===== config.mk =====
export PLATFORM = sky130hd
export DESIGN_NAME = tws_transfer
export DESIGN_NICKNAME = d
export VERILOG_FILES = /design/src/rtl/tws_pkg.sv /design/src/rtl/tws_transfer.sv
export SDC_FILE = /design/constraint.sdc
export NUM_CORES = 1
export LEC_CHECK = 0
export ABC_AREA = 1
export BUFFER_PORTS_ARGS = -buffer_cell sky130_fd_sc_hd__buf_2
export CAP_MARGIN = 25
export CORE_ASPECT_RATIO = 0.5
export CORE_MARGIN = 2
export CORE_UTILIZATION = 55
export CTS_BUF_LIST = sky130_fd_sc_hd__clkbuf_2
export DETAILED_ROUTE_END_ITERATION = 10
export PLACE_DENSITY = 0.81
export SLEW_MARGIN = 20
export SYNTH_ARGS = -nofsm -noshare
export SYNTH_HDL_FRONTEND = slang
export SYNTH_SLANG_ARGS = --single-unit

===== constraint.sdc =====
create_clock -name sys_clk -period 2.9 [get_ports sys_clk]
set_clock_uncertainty 0.05 [all_clocks]
set_input_delay 0.145 -clock sys_clk [delete_from_list [all_inputs] [get_ports sys_clk]]
set_output_delay 0.145 -clock sys_clk [all_outputs]
set_load 0.02 [all_outputs]

===== src/rtl/tws_pkg.sv =====
`default_nettype none
package tws_pkg;

  // ****************************************
  // register map (byte addresses)
  // ****************************************
  localparam logic [7:0] REG_CTRL = 8'h00;
  localparam logic [7:0] REG_OWN = 8'h04;
  localparam logic [7:0] REG_STAT = 8'h08;
  localparam logic [7:0] REG_RXD = 8'h0C;
  localparam logic [7:0] REG_TXD = 8'h10;

  // field positions and reset values
  localparam int CTRL_EN_BIT = 0;
  localparam logic CTRL_EN_RST = 1'b0;
  localparam logic [6:0] OWN_ADDR_RST = 7'h00;
  localparam logic [7:0] BYTE_RST = 8'h00;
  localparam logic [7:0] GCALL_BYTE = 8'h00;
  localparam logic [3:0] BITS_PER_BYTE = 4'h8;

  // axi4-lite responses
  localparam logic [1:0] RESP_OKAY = 2'b00;
  localparam logic [1:0] RESP_SLVERR = 2'b10;

  // ****************************************
  // link states, gray along address, data, ack
  // ****************************************
  typedef enum logic [2:0] {
    ST_IDLE = 3'b000,
    ST_ADDR = 3'b001,
    ST_AACK = 3'b011,
    ST_RX = 3'b010,
    ST_RACK = 3'b110,
    ST_TX = 3'b111,
    ST_TACK = 3'b101
  } tws_state_t;

  // status word, bit 0 first from the right
  typedef struct packed {
    logic clock_wait_state;
    logic end_of_slave_access;
    logic nack_seen;
    logic general_call_seen;
    logic slave_access_active;
    logic slave_dir_is_read;
    logic tx_holding_empty;
    logic rx_holding_full;
    logic transfer_complete;
  } tws_status_t;

  localparam logic [8:0] STATUS_RST = 9'h005;

endpackage
`default_nettype wire


===== src/rtl/tws_transfer.sv =====
`timescale 1ns/1ns
`default_nettype none
module tws_transfer #(
  parameter int ADDR_W = 7
) (
  // clock and reset
  input wire logic sys_clk,
  input wire logic sys_rst,
  // axi4-lite write
  input wire logic [7:0] s_axi_awaddr,
  input wire logic s_axi_awvalid,
  output logic s_axi_awready,
  input wire logic [31:0] s_axi_wdata,
  input wire logic [3:0] s_axi_wstrb,
  input wire logic s_axi_wvalid,
  output logic s_axi_wready,
  output logic [1:0] s_axi_bresp,
  output logic s_axi_bvalid,
  input wire logic s_axi_bready,
  // axi4-lite read
  input wire logic [7:0] s_axi_araddr,
  input wire logic s_axi_arvalid,
  output logic s_axi_arready,
  output logic [31:0] s_axi_rdata,
  output logic [1:0] s_axi_rresp,
  output logic s_axi_rvalid,
  input wire logic s_axi_rready,
  // two-wire pins, enable low drives low
  input wire logic scl_in,
  output logic scl_out,
  output logic scl_oe_n,
  input wire logic sda_in,
  output logic sda_out,
  output logic sda_oe_n
);

  // the decoder compares a fixed seven-bit field
  if (ADDR_W != 7) begin : g_addr_w_check
    $error("only 7-bit own addresses are served");
  end

  // ****************************************
  // pin synchronisers and bus conditions
  // ****************************************
  logic scl_meta, scl_s, scl_d, sda_meta, sda_s, sda_d;
  logic scl_rise, scl_fall, start_cond, stop_cond;

  // meta stage feeds only the second stage
  always_ff @(posedge sys_clk or posedge sys_rst) begin
    if (sys_rst) begin
      scl_meta <= 1'b1;
      scl_s <= 1'b1;
      scl_d <= 1'b1;
      sda_meta <= 1'b1;
      sda_s <= 1'b1;
      sda_d <= 1'b1;
    end else begin
      scl_meta <= scl_in;
      scl_s <= scl_meta;
      scl_d <= scl_s;
      sda_meta <= sda_in;
      sda_s <= sda_meta;
      sda_d <= sda_s;
    end
  end

  // data moving while the clock is high marks start and stop
  assign scl_rise = scl_s & ~scl_d;
  assign scl_fall = ~scl_s & scl_d;
  assign start_cond = scl_s & scl_d & sda_d & ~sda_s;
  assign stop_cond = scl_s & scl_d & ~sda_d & sda_s;

  // ****************************************
  // register bus
  // ****************************************
  logic enable_reg;
  logic [6:0] own_addr_reg;
  logic [7:0] tx_hold_reg, rx_hold_reg;
  logic [7:0] aw_addr_reg;
  logic [31:0] w_data_reg;
  logic [3:0] w_strb_reg;
  logic aw_got_reg, w_got_reg;
  logic wr_fire, rd_fire, thr_wr, rhr_rd, stat_rd;
  tws_pkg::tws_status_t status;

  function automatic logic is_reg(input logic [7:0] addr, input logic [7:0] off);
    is_reg = (addr == off);
  endfunction

  function automatic logic is_mapped(input logic [7:0] addr);
    is_mapped = is_reg(addr, tws_pkg::REG_CTRL) | is_reg(addr, tws_pkg::REG_OWN) |
                is_reg(addr, tws_pkg::REG_STAT) | is_reg(addr, tws_pkg::REG_RXD) |
                is_reg(addr, tws_pkg::REG_TXD);
  endfunction

  assign s_axi_awready = ~aw_got_reg & ~s_axi_bvalid;
  assign s_axi_wready = ~w_got_reg & ~s_axi_bvalid;
  assign s_axi_arready = ~s_axi_rvalid;
  assign wr_fire = aw_got_reg & w_got_reg & ~s_axi_bvalid;
  assign rd_fire = s_axi_arvalid & s_axi_arready;
  assign thr_wr = wr_fire & w_strb_reg[0] & is_reg(aw_addr_reg, tws_pkg::REG_TXD);
  assign rhr_rd = rd_fire & is_reg(s_axi_araddr, tws_pkg::REG_RXD);
  assign stat_rd = rd_fire & is_reg(s_axi_araddr, tws_pkg::REG_STAT);

  // address and data are caught independently, in either order
  always_ff @(posedge sys_clk or posedge sys_rst) begin
    if (sys_rst) begin
      aw_got_reg <= 1'b0;
      w_got_reg <= 1'b0;
      aw_addr_reg <= tws_pkg::BYTE_RST;
      w_data_reg <= 32'h0000_0000;
      w_strb_reg <= 4'h0;
      s_axi_bvalid <= 1'b0;
      s_axi_bresp <= tws_pkg::RESP_OKAY;
    end else begin
      if (s_axi_awvalid & s_axi_awready) begin
        aw_got_reg <= 1'b1;
        aw_addr_reg <= s_axi_awaddr;
      end
      if (s_axi_wvalid & s_axi_wready) begin
        w_got_reg <= 1'b1;
        w_data_reg <= s_axi_wdata;
        w_strb_reg <= s_axi_wstrb;
      end
      if (wr_fire) begin
        aw_got_reg <= 1'b0;
        w_got_reg <= 1'b0;
        s_axi_bvalid <= 1'b1;
        s_axi_bresp <= is_mapped(aw_addr_reg) ? tws_pkg::RESP_OKAY : tws_pkg::RESP_SLVERR;
      end else if (s_axi_bready) begin
        s_axi_bvalid <= 1'b0;
      end
    end
  end

  // control, own address and transmit data; registers sit in lane 0
  always_ff @(posedge sys_clk or posedge sys_rst) begin
    if (sys_rst) begin
      enable_reg <= tws_pkg::CTRL_EN_RST;
      own_addr_reg <= tws_pkg::OWN_ADDR_RST;
      tx_hold_reg <= tws_pkg::BYTE_RST;
    end else if (wr_fire & w_strb_reg[0]) begin
      if (is_reg(aw_addr_reg, tws_pkg::REG_CTRL)) begin
        enable_reg <= w_data_reg[tws_pkg::CTRL_EN_BIT];
      end else if (is_reg(aw_addr_reg, tws_pkg::REG_OWN)) begin
        if (~enable_reg | status.general_call_seen) begin
          own_addr_reg <= w_data_reg[6:0];
        end
      end else if (is_reg(aw_addr_reg, tws_pkg::REG_TXD)) begin
        tx_hold_reg <= w_data_reg[7:0];
      end
    end
  end

  // read data; unmapped addresses answer slverr with zero data
  always_ff @(posedge sys_clk or posedge sys_rst) begin
    if (sys_rst) begin
      s_axi_rvalid <= 1'b0;
      s_axi_rdata <= 32'h0000_0000;
      s_axi_rresp <= tws_pkg::RESP_OKAY;
    end else if (rd_fire) begin
      s_axi_rvalid <= 1'b1;
      s_axi_rresp <= is_mapped(s_axi_araddr) ? tws_pkg::RESP_OKAY : tws_pkg::RESP_SLVERR;
      if (is_reg(s_axi_araddr, tws_pkg::REG_CTRL)) begin
        s_axi_rdata <= {31'h0000_0000, enable_reg};
      end else if (is_reg(s_axi_araddr, tws_pkg::REG_OWN)) begin
        s_axi_rdata <= {25'h000_0000, own_addr_reg};
      end else if (is_reg(s_axi_araddr, tws_pkg::REG_STAT)) begin
        s_axi_rdata <= {23'h00_0000, status};
      end else if (is_reg(s_axi_araddr, tws_pkg::REG_RXD)) begin
        s_axi_rdata <= {24'h00_0000, rx_hold_reg};
      end else begin
        s_axi_rdata <= 32'h0000_0000;
      end
    end else if (s_axi_rready) begin
      s_axi_rvalid <= 1'b0;
    end
  end

  // ****************************************
  // slave transfer engine
  // ****************************************
  tws_pkg::tws_state_t state_reg;
  logic [3:0] cnt_reg;
  logic [7:0] shift_reg;
  logic sda_low_reg, stretch_reg, restart_reg, tx_valid_reg;
  logic link_go, addr_done, addr_hit, gcall_hit, rx_move, tx_load;

  assign link_go = enable_reg & ~start_cond & ~stop_cond;
  assign gcall_hit = (shift_reg == tws_pkg::GCALL_BYTE);
  assign addr_hit = (shift_reg[7:1] == own_addr_reg) | gcall_hit;
  assign addr_done = link_go & ~stretch_reg & (state_reg == tws_pkg::ST_ADDR) &
                     scl_fall & (cnt_reg == tws_pkg::BITS_PER_BYTE);
  // a byte enters the holding register at byte end or once a stretch is freed
  assign rx_move = link_go & ~status.rx_holding_full & ~status.slave_dir_is_read &
                   (stretch_reg | ((state_reg == tws_pkg::ST_RX) & scl_fall &
                   (cnt_reg == tws_pkg::BITS_PER_BYTE)));
  // a byte leaves the holding register after an ack, or when a stretch is freed
  assign tx_load = link_go & tx_valid_reg & status.slave_dir_is_read &
                   (stretch_reg | (scl_fall & ((state_reg == tws_pkg::ST_AACK) |
                   (state_reg == tws_pkg::ST_TACK))));

  // one process owns every link flag so bus clears and link sets never fight
  always_ff @(posedge sys_clk or posedge sys_rst) begin
    if (sys_rst) begin
      state_reg <= tws_pkg::ST_IDLE;
      cnt_reg <= 4'h0;
      shift_reg <= tws_pkg::BYTE_RST;
      rx_hold_reg <= tws_pkg::BYTE_RST;
      sda_low_reg <= 1'b0;
      stretch_reg <= 1'b0;
      restart_reg <= 1'b0;
      tx_valid_reg <= 1'b0;
      status <= tws_pkg::STATUS_RST;
    end else begin
      // software side clears first; link sets below win in the same cycle
      if (rhr_rd) begin
        status.rx_holding_full <= 1'b0;
      end
      if (stat_rd) begin
        status.general_call_seen <= 1'b0;
        status.end_of_slave_access <= 1'b0;
        status.nack_seen <= 1'b0;
      end
      if (rx_move) begin
        rx_hold_reg <= shift_reg;
        status.rx_holding_full <= 1'b1;
        sda_low_reg <= 1'b1;
        stretch_reg <= 1'b0;
        state_reg <= tws_pkg::ST_RACK;
      end
      if (tx_load) begin
        shift_reg <= tx_hold_reg;
        tx_valid_reg <= 1'b0;
        sda_low_reg <= ~tx_hold_reg[7];
        stretch_reg <= 1'b0;
        cnt_reg <= 4'h0;
        state_reg <= tws_pkg::ST_TX;
      end
      // after the load, so a byte written as the old one leaves stays pending
      if (thr_wr) begin
        tx_valid_reg <= 1'b1;
        status.tx_holding_empty <= 1'b0;
      end
      if (~enable_reg) begin
        state_reg <= tws_pkg::ST_IDLE;
        sda_low_reg <= 1'b0;
        stretch_reg <= 1'b0;
        restart_reg <= 1'b0;
        status.slave_access_active <= 1'b0;
      end else if (start_cond) begin
        // a restart leaves access open until the next address decides
        state_reg <= tws_pkg::ST_ADDR;
        cnt_reg <= 4'h0;
        sda_low_reg <= 1'b0;
        stretch_reg <= 1'b0;
        if (status.slave_access_active) begin
          restart_reg <= 1'b1;
          status.end_of_slave_access <= 1'b1;
        end
      end else if (stop_cond) begin
        state_reg <= tws_pkg::ST_IDLE;
        sda_low_reg <= 1'b0;
        stretch_reg <= 1'b0;
        restart_reg <= 1'b0;
        if (status.slave_access_active) begin
          status.slave_access_active <= 1'b0;
          status.end_of_slave_access <= 1'b1;
          status.transfer_complete <= 1'b1;
        end
      end else if (~stretch_reg) begin
        case (state_reg)
          tws_pkg::ST_ADDR: begin
            if (scl_rise) begin
              shift_reg <= {shift_reg[6:0], sda_s};
              cnt_reg <= cnt_reg + 4'h1;
            end else if (addr_done) begin
              restart_reg <= 1'b0;
              if (addr_hit) begin
                status.slave_access_active <= 1'b1;
                status.slave_dir_is_read <= shift_reg[0];
                status.general_call_seen <= gcall_hit;
                if (~restart_reg) begin
                  status.transfer_complete <= 1'b0;
                end
                sda_low_reg <= 1'b1;
                state_reg <= tws_pkg::ST_AACK;
              end else begin
                state_reg <= tws_pkg::ST_IDLE;
                if (restart_reg) begin
                  status.slave_access_active <= 1'b0;
                  status.transfer_complete <= 1'b1;
                end
              end
            end
          end
          tws_pkg::ST_AACK, tws_pkg::ST_TACK: begin
            if (scl_rise & (state_reg == tws_pkg::ST_TACK)) begin
              // master answered the byte just sent
              if (~tx_valid_reg) begin
                status.tx_holding_empty <= 1'b1;
              end
              if (sda_s) begin
                status.nack_seen <= 1'b1;
                state_reg <= tws_pkg::ST_IDLE;
              end
            end else if (scl_fall) begin
              // a load on this fall already put the first data bit out
              if (~tx_load) begin
                sda_low_reg <= 1'b0;
              end
              cnt_reg <= 4'h0;
              if (~status.slave_dir_is_read) begin
                state_reg <= tws_pkg::ST_RX;
              end else if (~tx_valid_reg) begin
                stretch_reg <= 1'b1;
              end
            end
          end
          tws_pkg::ST_RX: begin
            if (scl_rise) begin
              shift_reg <= {shift_reg[6:0], sda_s};
              cnt_reg <= cnt_reg + 4'h1;
            end else if (scl_fall & (cnt_reg == tws_pkg::BITS_PER_BYTE) &
                         status.rx_holding_full) begin
              stretch_reg <= 1'b1;
            end
          end
          tws_pkg::ST_RACK: begin
            if (scl_fall) begin
              sda_low_reg <= 1'b0;
              cnt_reg <= 4'h0;
              state_reg <= tws_pkg::ST_RX;
            end
          end
          tws_pkg::ST_TX: begin
            if (scl_rise) begin
              cnt_reg <= cnt_reg + 4'h1;
            end else if (scl_fall) begin
              if (cnt_reg == tws_pkg::BITS_PER_BYTE) begin
                sda_low_reg <= 1'b0;
                state_reg <= tws_pkg::ST_TACK;
              end else begin
                shift_reg <= {shift_reg[6:0], 1'b0};
                sda_low_reg <= ~shift_reg[6];
              end
            end
          end
          default: begin
            state_reg <= tws_pkg::ST_IDLE;
          end
        endcase
      end
      status.clock_wait_state <= stretch_reg;
    end
  end

  // pins only ever pull low; the wire's high level comes from the pull-up
  assign scl_out = 1'b0;
  assign sda_out = 1'b0;
  assign scl_oe_n = ~stretch_reg;
  assign sda_oe_n = ~sda_low_reg;
endmodule
`default_nettype wire


Word-level counts from Yosys, hierarchy flattened. Index checks and enable logic that the tools add are counted.

Flip-flop bits (word level): 115. Output and inout port bits: 45. Bits of input ports: 61.

Bitwise logic cells: 69. Reduce and logical (&&, ||, !) cells: 22. $add $sub $neg: 1. Eq/ne operators: 31. Mux-type cells: 127.

Operators with widths (count): $mux W8 (10); $mux W1 (73); $mux W3 (21); $and A1 B1 Y1 (36); $eq A8 B4 Y1 const B (4); $mux W4 (8); $mux W9 (3); $logic_not A8 Y1 (3); $not A1 Y1 (20); $eq A8 B3 Y1 const B (2); $eq A8 B5 Y1 const B (2); $pmux W8 S2 (1); $reduce_bool A2 Y1 (8); $pmux W3 S5 (1); $or A1 B1 Y1 (13); $pmux W4 S3 (1); $mux W2 (5); $mux W5 (2); $eq A3 B3 Y1 const B (3); $ne A3 B2 Y1 const B (3); $ne A3 B3 Y1 const B (3); $reduce_and A9 Y1 (1); $ne A4 B3 Y1 const B (2); $ne A4 B4 Y1 const B (2); 18 further kinds (23).

Longest topological paths before layout. Gate-level depths: netlist of run 1.

Word-level depth: 20. Mapped depth: 13. Depth with buffers taken out: 13.

Worst setup path after synthesis of run 1. Ideal clock, no wire load.

Kind: register -> register. Start: reg s_axi_bvalid. End: reg tx_hold_reg[4]. Data required time: 2.732 ns. Arrival: 1.511 ns. Period minus slack after synthesis: 1.679 ns. Path slack: 1.221 ns. Cell stages (with the launch flop): 8. Cell sequence: dfrtp_1 > nor3_2 > nand2_1 > or3_1 > buf_6 > buf_6 > nand2_1 > o21ai_2.

Word-level cells in the longest chain between the ends: 4.

RTL lines: start: declaration (line tws_transfer.sv:18) `output logic s_axi_bvalid,`; start signal: assignment (line tws_transfer.sv:113) `s_axi_bvalid <= 1'b0;`; start signal: assignment (line tws_transfer.sv:128) `s_axi_bvalid <= 1'b1;`; start signal: assignment (line tws_transfer.sv:131) `s_axi_bvalid <= 1'b0;`; $not A1 Y1 (line tws_transfer.sv:99) `assign wr_fire = aw_got_reg & w_got_reg & ~s_axi_bvalid;`; $and A1 B1 Y1 (line tws_transfer.sv:99); $and A1 B1 Y1 (line tws_transfer.sv:142) `end else if (wr_fire & w_strb_reg[0]) begin`; $reduce_and A4 Y1 (no line); end signal: assignment (line tws_transfer.sv:141) `tx_hold_reg <= tws_pkg::BYTE_RST;`; end signal: assignment (line tws_transfer.sv:150) `tx_hold_reg <= w_data_reg[7:0];`; end: declaration (line tws_transfer.sv:78) `logic [7:0] tx_hold_reg, rx_hold_reg;`.

Every way passes these cells. A chain may end at the register's enable or synchronous reset.

Worst setup path after layout of run 1.
Start: reg sda_s. End: reg state_reg[0].

Word-level cells in the longest chain between the ends: 18. Elaborated cells between the ends (all ways): 34.

RTL lines: start: declaration (line tws_transfer.sv:45) `logic scl_meta, scl_s, scl_d, sda_meta, sda_s, sda_d;`; start signal: assignment (line tws_transfer.sv:62) `sda_s <= sda_meta;`; $not A1 Y1 (line tws_transfer.sv:70) `assign start_cond = scl_s & scl_d & sda_d & ~sda_s;`; $and A1 B1 Y1 (line tws_transfer.sv:70); $not A1 Y1 (no line); $and A1 B1 Y1 (2 in a row) (line tws_transfer.sv:189) `assign link_go = enable_reg & ~start_cond & ~stop_cond;`; $and A1 B1 Y1 (3 in a row) (line tws_transfer.sv:195) `assign rx_move = link_go & ~status.rx_holding_full & ~status.slave_dir_is_read &`; $mux W3 (line tws_transfer.sv:225) `if (rx_move) begin`; $mux W3 (line tws_transfer.sv:232) `if (tx_load) begin`; $mux W3, on equally long branches (line tws_transfer.sv:340, tws_transfer.sv:313); $mux W3, on equally long branches (line tws_transfer.sv:339, tws_transfer.sv:307); $mux W3, on equally long branches (line tws_transfer.sv:337, tws_transfer.sv:298); $pmux W3 S5 (line tws_transfer.sv:272) `case (state_reg)`; $mux W3 (line tws_transfer.sv:271) `end else if (~stretch_reg) begin`; $mux W3 (line tws_transfer.sv:261) `end else if (stop_cond) begin`; $mux W3 * (line tws_transfer.sv:251) `end else if (start_cond) begin`; $mux W3 * (line tws_transfer.sv:245) `if (~enable_reg) begin`; end signal: assignment (line tws_transfer.sv:246) `state_reg <= tws_pkg::ST_IDLE;`; end signal: assignment (line tws_transfer.sv:253) `state_reg <= tws_pkg::ST_ADDR;`; end signal: assignment (line tws_transfer.sv:262) `state_reg <= tws_pkg::ST_IDLE;`; end: declaration (line tws_transfer.sv:183) `tws_pkg::tws_state_t state_reg;`.

Every way passes the cells marked *; elsewhere a longest branch is shown, timed or not.

==> results of run 1 <==
worst max-delay path, delay by kind of cell (launching register included):
kind,cells,cell delay (ns)
and+or+nand+nor,8,1.32
DFF,1,0.66
AOI/OAI and AO/OA,1,0.13
buffers and inverters,1,0.08
final timing paths:
| path | startpoint | end | slack [ns] | depth (start not counted) |
|---|---|---|---|---|
| hold / removal | s_axi_araddr[0] | s_axi_rdata[6] | 0.06 | 6 |
| max in group asynchronous | sys_rst | status[0] | 1.90 | 4 |
| setup / recovery | sda_s | state_reg[0] | 0.60 | 10 |
| min in group asynchronous | sys_rst | w_data_reg[2] | 0.09 | 3 |
| setup reg to reg | sda_s | state_reg[0] | 0.60 | 10 |
| hold reg to reg | scl_meta | scl_s | 0.32 | 0 |
layout make-up:
| cell class | count | area [um2] |
|---|---|---|
| well taps | 117 | 146 |
| multi-input cells | 404 | 2090 |
| flip-flops and latches | 90 | 2260 |
| repair buffers | 83 | 581 |
| clock inverters | 5 | 57.6 |
| clock buffers | 11 | 55.1 |
| inverters | 75 | 283 |
| fillers | 753 | 3150 |
per-layer routing:
metal  global-route usage  share of wire  vias up
li1                     -              -     2007
met1                0.360           0.49     1851
met2                0.362           0.43      177
met3               0.0574          0.079       12
met4               0.0532         0.0089        0
met5                    0              0        -
stage by stage:
step	utilization	hold slack [ns]	cells	setup slack (ns)	total power, uW
2_1_floorplan	-	0.0995	607	0.383	2060
3_3_place_gp	0.588	0.209	740	0.693	2190
3_5_place_dp	0.588	0.202	740	0.670	2220
4_1_cts	0.635	0.0196	785	0.647	2870
5_1_grt	0.635	0.0612	785	0.343	3040
6_report	0.635	0.0634	785	0.603	2860
power by group through the flow:
stage	logic [uW]	registers (uW)	clock network (uW)
final	663	1560	637
after global routing	754	1590	698
after CTS	667	1560	645
after detailed placement	639	1580	0
after global placement	620	1570	0
after floorplan	489	1570	0
cell usage after synthesis, types with 3 or more instances:
cell	instances
o21ai_2	8
nor2_2	5
buf_4	27
nor2_1	45
nand3_1	20
nand2_1	130
buf_6	5
o21ai_0	55
o32ai_1	4
o21ai_1	19
inv_2	8
nand2_2	7
clkbuf_1	3
mux2_2	9
a21oi_1	29
a221oi_1	3
dfstp_2	8
nor3_2	3
inv_1	67
nand3_2	3
dfrtp_1	82
nand4_1	4
kinds of logic (layout without fill, tap and decap cells):
kind of cell	after synthesis	count (layout)
AND/OR/NAND/NOR	232	232
AO/OA/AOI/OAI	131	131
buffers and inverters	113	174
flip-flops	90	90
multiplexers	9	9
XOR/XNOR	3	3
adder cells (fa/ha/maj)	2	2
other	1	27
==> flow_metrics.tcl, run 1 <==
set metrics [dict create \
    yosys.area_share.xor_xnor 0.00543 \
    vias 4047 \
    avgSynthCellArea_um2 8.32 \
    gr-total-overflow 0 \
    p_leak_uw 0.00269 \
    cts_root_buffer "clkbuf_2" \
    synthArstFlopShare 1.00 \
    synth_top_family_by_area "simple AND/OR/NAND/NOR gates" \
    power_density_nw_per_um2 523 \
    wl_um 10700 \
    synth-seq-cells 90 \
    cap_viol_max_count 0 \
    num_antenna_cells 0 \
    syn-instance-count 581 \
    worstSetupPathType "reg2reg" \
    drive_gt1_frac 0.198 \
    cp.arrival_ns 2.76 \
    coreArea_um2 8620 \
    worst_setup_path_end_kind "flop" \
    pin_count 106 \
    avgViaCountPerCell 5.16 \
    synth_warnings 0 \
    p_switching_uw 968 \
    start_util 0.561 \
    drv_slew 0 \
    p_comb_frac 0.232 \
    drt_iter0_drc 290 \
    final_cell_mix "nand2_1 (130), dfrtp_1 (82), inv_1 (66)" \
    grt_pass1_vias 3718 \
    synthMuxAreaShare 0.0210 \
    post_synth_main_area_contributors "dfrtp_1 (42%), nand2_1 (10%), o21ai_0 (5.7%)" \
    place.gp.congestion 0.931 \
    drt_first_pass_iters 5 \
    syn_area_um2 4830 \
    rsz0062_at_grt "no" \
    cts_buffer_depth 2 \
    ir_worst_vdd_uv 449 \
    p_seq_frac 0.546 \
    path_cells "inv_1, nor2_2, nand2_2, nand2_1, nor3_2, nand2_1, nand2_1, nand2_1, nand2_1, a21oi_1" \
    die_h_um 70.3 \
    cts_tree "built" \
    worstPathMaxFanout 21 \
    port-buffer-count 51 \
    cp.required_ns 3.37 \
    clock_latency_ns 0.58 \
    cts_buffers 9 \
    area_delta_synth_final_pct 13.2 \
    placed_area_um2 5070 \
    fin_crit_sh 0.792 \
    cpPeakStageDelay_ns 0.66 \
    crit_top_cell "nand2_1" \
    yosys.area.top_type "dfrtp_1" \
    final_common_cell "nand2_1" \
    crit_path_start_kind "flop" \
    drc 0 \
    final_nets 726 \
    layout_min_cycle_time_ns 2.30 \
    relSlewSlack 0.492 \
    setup-tns-final_ns 0 \
    final_area_um2 5470 \
    clkTransAtPathRegs_ns 0.23 \
    avgRoutedWirePerCell_um 13.6 \
    final_antenna_net_count 0 \
    reg_top3 "s_axi_rdata: 9 flops, status: 9 flops" \
    fp.dieArea_um2 9600 \
    finalHoldViolCount 0 \
    clock-sinks 90 \
    num_rows 24 \
    dieWidth_um 137 \
    synth_fa_ha_area_frac 0.00518 \
    synth_top_area_frac 0.424 \
    worst_pin_slew_ns 0.762 \
    synthDistinctLibCells 47 \
    hp-class "in2reg" \
    status "finished, final reports clean" \
    track_usage 0.243 \
    h-tree-depth 3 \
    timing.fmax_mhz 435 \
    p_int_uw 1890 \
    finalSetupViolCount 0 \
    antenna_found_initial 0 \
    cts-resized-gates 0 \
    synth_compound_area_frac 0.155 \
    cts_setup_buffers 0 \
    yosysSeqAreaShare 0.468 \
    dp_hpwl_um 7610 \
    slowest_stage "dfstp_2" \
    hold_buffers 29 \
    synthFlopType "dfrtp_1" \
    synth_edf_count 0 \
    grt_first_pass_wirelength_um 18100 \
    grt_max_degree 50 \
    synth_simple_gate_area_frac 0.224 \
    p_sw_frac 0.338 \
    power_frac_clock 0.222 \
]
(Power assumes the default switching activity.)
==> run 2: changes to the inputs <==
Settings changed: CORE_UTILIZATION 55 to 51, PLACE_DENSITY 0.81 to 0.79.
Clock period 2.9 ns to 1.9 ns, I/O delays scaled along.
==> run 2 against run 1 <==
Compared with the run above:
- wire length up 11%
- combinational power up 60%
- cell count up 5.5%
- highest routed layer unchanged
==> flow_metrics.tcl, run 2 (same netlist as run 1, synthesis figures left out) <==
set metrics [dict create \
    port-buffer-count 51 \
    avgRoutedWirePerCell_um 14.4 \
    final_common_cell "nand2_1" \
    drt_first_pass_iters 5 \
    cap_viol_max_count 0 \
    cts_buffers 9 \
    drv_slew 0 \
    slowest_stage "dlygate4sd3_1" \
    worstPathMaxFanout 9 \
    clock_latency_ns 0.59 \
    path_cells "dlygate4sd3_1, buf_2, nor2_1, nand2_1, nor4_4, buf_6, inv_1, o21ai_0, dlygate4sd3_1, o21ai_0" \
    grt_max_degree 81 \
    finalSetupViolCount 0 \
    worstSetupPathType "in2reg" \
    num_rows 25 \
    hp-class "in2reg" \
    coreArea_um2 9320 \
    cts_tree "built" \
    gr-total-overflow 0 \
    drt_iter0_drc 286 \
    p_leak_uw 0.00288 \
    pin_count 106 \
    cpPeakStageDelay_ns 0.56 \
    layout_min_cycle_time_ns 1.84 \
    dieWidth_um 142 \
    reg_top3 "s_axi_rdata: 9 flops, status: 9 flops" \
    clkTransAtPathRegs_ns 0.23 \
    status "finished, final reports clean" \
    grt_pass1_vias 3820 \
    num_antenna_cells 0 \
    cp.required_ns 2.32 \
    dp_hpwl_um 8130 \
    final_nets 765 \
    dp_cells 766 \
    relSlewSlack 0.661 \
    crit_buf_inv 5 \
    drc 0 \
    final_antenna_net_count 0 \
    clock-sinks 90 \
    track_usage 0.233 \
    power_density_nw_per_um2 731 \
    fin_cells 828 \
    cts_buffer_depth 2 \
    avgViaCountPerCell 5.23 \
    cp.arrival_ns 2.26 \
    finalHoldViolCount 0 \
    antenna_found_initial 0 \
    timing.fmax_mhz 544 \
    drive_gt1_frac 0.267 \
    setup-tns-final_ns 0 \
    crit_path_start_kind "primary input" \
    worst_setup_path_end_kind "flop" \
    worst_pin_slew_ns 0.508 \
    cp_top_family "buffers and inverters" \
    fp.dieArea_um2 10300 \
    grt_first_pass_wirelength_um 18700 \
    h-tree-depth 3 \
    area_delta_synth_final_pct 22.0 \
    wl_um 11900 \
    rsz0062_at_grt "yes" \
    fin_crit_sh 0.968 \
    start_util 0.519 \
    cts_root_buffer "clkbuf_2" \
    die_h_um 72.8 \
    fillerInstances 779 \
    r2r_slack_ns 0.07 \
    place.gp.congestion 0.916 \
    ir_worst_vdd_uv 759 \
    final_cell_mix "nand2_1 (120), dfrtp_1 (81), inv_1 (60)" \
    vias 4333 \
]
run 2: cell count changes in the layout (fill, tap and decap cells not counted), moves of 2 or more:
cell	delta
buf_6	+4
nand2_2	+6
nor2_4	+5
inv_1	-6
buf_4	+26
o21ai_2	+2
inv_2	+5
nand2_4	+5
dlygate4sd3_1	+7
o21ai_0	-3
nor2_1	-4
nand2_1	-10
run 2: cell type report:
type	count	area (um2)	area share
Sequential cell	90	2260	0.384
Multi-Input combinational cell	406	2210	0.375
Timing Repair Buffer	120	891	0.151
Inverter	75	290	0.0492
Tap cell	121	151	0.0257
Clock buffer	10	50.0	0.00848
Clock inverter	6	42.5	0.00721
run 2: path summary, 6_finish.rpt:
kind	from	end	cells past startpoint
max in group asynchronous	sys_rst	status[0]	5
max	s_axi_araddr[4]	s_axi_rdata[2]	10
min reg2reg	sda_meta	sda_s	0
min in group asynchronous	sys_rst	w_strb_reg[0]	4
max reg2reg	sda_d	sda_low_reg	11
min	s_axi_araddr[2]	s_axi_rdata[7]	7
run 2: stage by stage:
step / total power [uW] / utilization / hold slack, ns / setup WS [ns] / cell area, um2
floorplan: 3150 / - / 0.0495 / 0.221 / 4940
global placement: 3360 / 0.562 / 0.0198 / 0.0607 / 5240
detailed placement: 3410 / 0.562 / 0.0195 / -0.0183 / 5240
CTS: 4300 / 0.612 / 0.0102 / 0.0233 / 5710
global route: 4570 / 0.633 / 0.0307 / -0.0541 / 5900
finish: 4310 / 0.633 / 0.0247 / 0.0608 / 5900
run 2: where the power goes:
group	leakage (uW)	switching [uW]	total [uW]	internal, uW
registers	0.00115	180	2380	2200
clock network	0.0000583	687	867	179
logic	0.00167	649	1060	413
run 2: worst min-delay path: stages:
cell     delay (ns)
buf_2          0.10
nand3_1        0.15
inv_2          0.07
nand2_1        0.05
o21ai_0        0.07
nand2_1        0.06
nand2_1        0.04
run 2: repair_timing:
action,in CTS,in global routing
pin swaps,0,9
endpoints found under the setup margin,3,27
resized for setup,2,41
hold buffers,36,0
buffers inserted,0,8
cloned,0,2
endpoints found under the hold margin,113,0
run 2: per-layer routing:
| layer | global-route usage | vias to the layer above | share of wire | routed length [um] |
|---|---|---|---|---|
| met4 | 0.0778 | 0 | 0.015 | 175 |
| met1 | 0.334 | 2022 | 0.45 | 5400 |
| met5 | 0 | - | 0 | 0 |
| li1 | - | 2086 | - | - |
| met3 | 0.0446 | 17 | 0.085 | 1010 |
| met2 | 0.362 | 208 | 0.45 | 5310 |
==> run 3: changes to the inputs <==
Settings changed: PLACE_DENSITY 0.79 to 0.89.
==> run 3 against run 2 <==
Compared with the run above:
- power is 4.7% higher
- global-route usage grew 1.3 points
- cell count is 0.48% higher
- register-to-register slack got worse by 0.04 ns
- combinational power increased by 4%
- setup slack got worse by 0.033 ns
- clock power increased by 18%
- utilization increased by 1.5 points
- via count grew 2.9%
- critical path depth unchanged
- die area unchanged
- critical endpoint is now rx_hold_reg[7]
==> flow_metrics.tcl, run 3 (same netlist as run 1, synthesis figures left out) <==
set metrics [dict create \
    p_switching_uw 1560 \
    reg_top3 "s_axi_rdata: 9 flops, status: 9 flops" \
    grt_max_degree 91 \
    status "finished, final reports clean" \
    dieWidth_um 142 \
    vias 4459 \
    cts_buffers 9 \
    layout_min_cycle_time_ns 1.87 \
    p_leak_uw 0.00297 \
    area_delta_synth_final_pct 25.0 \
    cts_tree "built" \
    timing.fmax_mhz 534 \
    cap_viol_max_count 0 \
    worstPathMaxFanout 8 \
    final_area_um2 6040 \
    fillerInstances 709 \
    ir_worst_vdd_uv 732 \
    grt_pass1_vias 4073 \
    h-tree-depth 3 \
    wl_um 12500 \
    avgRoutedWirePerCell_um 15.1 \
    p_sw_frac 0.346 \
    final_common_cell "nand2_1" \
    finalSetupViolCount 0 \
    placed_area_um2 5320 \
    fin_ws_ns 0.0280 \
    antenna_found_initial 0 \
    cts_root_buffer "clkbuf_2" \
    drt_iter0_drc 296 \
    relSlewSlack 0.637 \
    pin_count 106 \
    power_frac_clock 0.226 \
    drc 0 \
    worstSetupPathType "reg2reg" \
    pre_cts_slack_ns 0.0183 \
    p_int_uw 2960 \
    finalHoldViolCount 0 \
    fin_crit_sh 0.985 \
    num_rows 25 \
    p_seq_frac 0.529 \
    final_antenna_net_count 0 \
    drt_first_pass_iters 6 \
    track_usage 0.246 \
    clock-sinks 90 \
    fp.dieArea_um2 10300 \
    clkTransAtPathRegs_ns 0.27 \
    place.gp.congestion 0.968 \
    worst_pin_slew_ns 0.543 \
    start_util 0.519 \
    gr-total-overflow 0 \
    rsz0062_at_grt "yes" \
    fin_hold_ws_ns 0.0509 \
    grt_first_pass_wirelength_um 19600 \
    clock_latency_ns 0.58 \
    drive_gt1_frac 0.286 \
    drv_slew 0 \
    cp.required_ns 2.35 \
    final_nets 769 \
    hp-class "in2reg" \
    die_h_um 72.8 \
    num_antenna_cells 0 \
    port-buffer-count 51 \
    crit_path_start_kind "flop" \
    cts_buffer_depth 2 \
    p_comb_frac 0.244 \
    worst_setup_path_end_kind "flop" \
    power_density_nw_per_um2 748 \
    dp_hpwl_um 8170 \
    power_uw 4520 \
    final_cell_mix "nand2_1 (115), dfrtp_1 (80), inv_1 (60)" \
    avgViaCountPerCell 5.36 \
    cp.arrival_ns 2.33 \
    coreArea_um2 9320 \
]
==> run 3: cell count changes in the layout (fill, tap and decap cells not counted), moves of 5 or more <==
cell	previous run	this run
o21ai_1	20	31
o21ai_0	52	42
nand2_2	13	19
buf_12	1	6
nand2_1	120	115
==> run 3: worst max-delay path: stages (launching register included) <==
cell       delay [ns]
dfstp_2          0.66
nand2_2          0.08
buf_4            0.13
nor2_2           0.13
nor2_2           0.07
nand2_2          0.11
nor3_4           0.05
nand2_4          0.16
clkbuf_16        0.18
nand2_2          0.05
o21ai_1          0.10
==> run 3: metrics by stage <==
step            util  setup TNS, ns  instances
3_3_place_gp   0.570              0        769
5_1_grt        0.648         -0.471        832
4_1_cts        0.621              0        820
3_5_place_dp   0.570              0        769
2_1_floorplan      -              0        607
6_report       0.648              0        832
==> run 3: power groups by stage <==
stage | sequential, uW | combinational, uW | clock (uW)
finish | 2390 | 1100 | 1020
global route | 2430 | 1230 | 1110
CTS | 2380 | 1060 | 1040
detailed placement | 2420 | 1010 | 0
global placement | 2400 | 967 | 0
floorplan | 2400 | 746 | 0
==> run 3: path summary, 6_finish.rpt <==
check                                 from              to  slack (ns)  cells after the start
setup / recovery                     scl_s  rx_hold_reg[7]        0.03                     10
hold / removal             s_axi_araddr[6]  s_axi_rdata[3]        0.05                      6
setup reg to reg                     scl_s  rx_hold_reg[7]        0.03                     10
hold reg to reg                   sda_meta           sda_s        0.33                      0
max in group asynchronous          sys_rst       status[2]        1.33                      4
min in group asynchronous          sys_rst      enable_reg        0.11                      4
==> run 3: final cells by class <==
cell class	count	area (um2)	area share
flip-flops and latches	90	2260	0.375
multi-input cells	404	2200	0.364
repair buffers	126	1020	0.169
inverters	75	285	0.0472
well taps	121	151	0.0251
clock inverters	6	71.3	0.0118
clock buffers	10	50.0	0.00828
==> run 3: layer usage <==
| layer | wire length (um) | share of wire | global-route usage |
|---|---|---|---|
| met5 | 0 | 0 | 0 |
| met4 | 276 | 0.022 | 0.0644 |
| met3 | 1110 | 0.088 | 0.0656 |
| met2 | 5860 | 0.47 | 0.418 |
| met1 | 5300 | 0.42 | 0.318 |
==> run 3: repair_timing <==
| item | CTS | global route |
|---|---|---|
| resized for setup | 2 | 54 |
| endpoints found under the setup margin | 7 | 29 |
| hold buffers | 35 | 0 |
| endpoints found under the hold margin | 126 | 0 |
| buffers inserted | 0 | 10 |
| gates cloned | 0 | 2 |
| pin swaps | 0 | 10 |
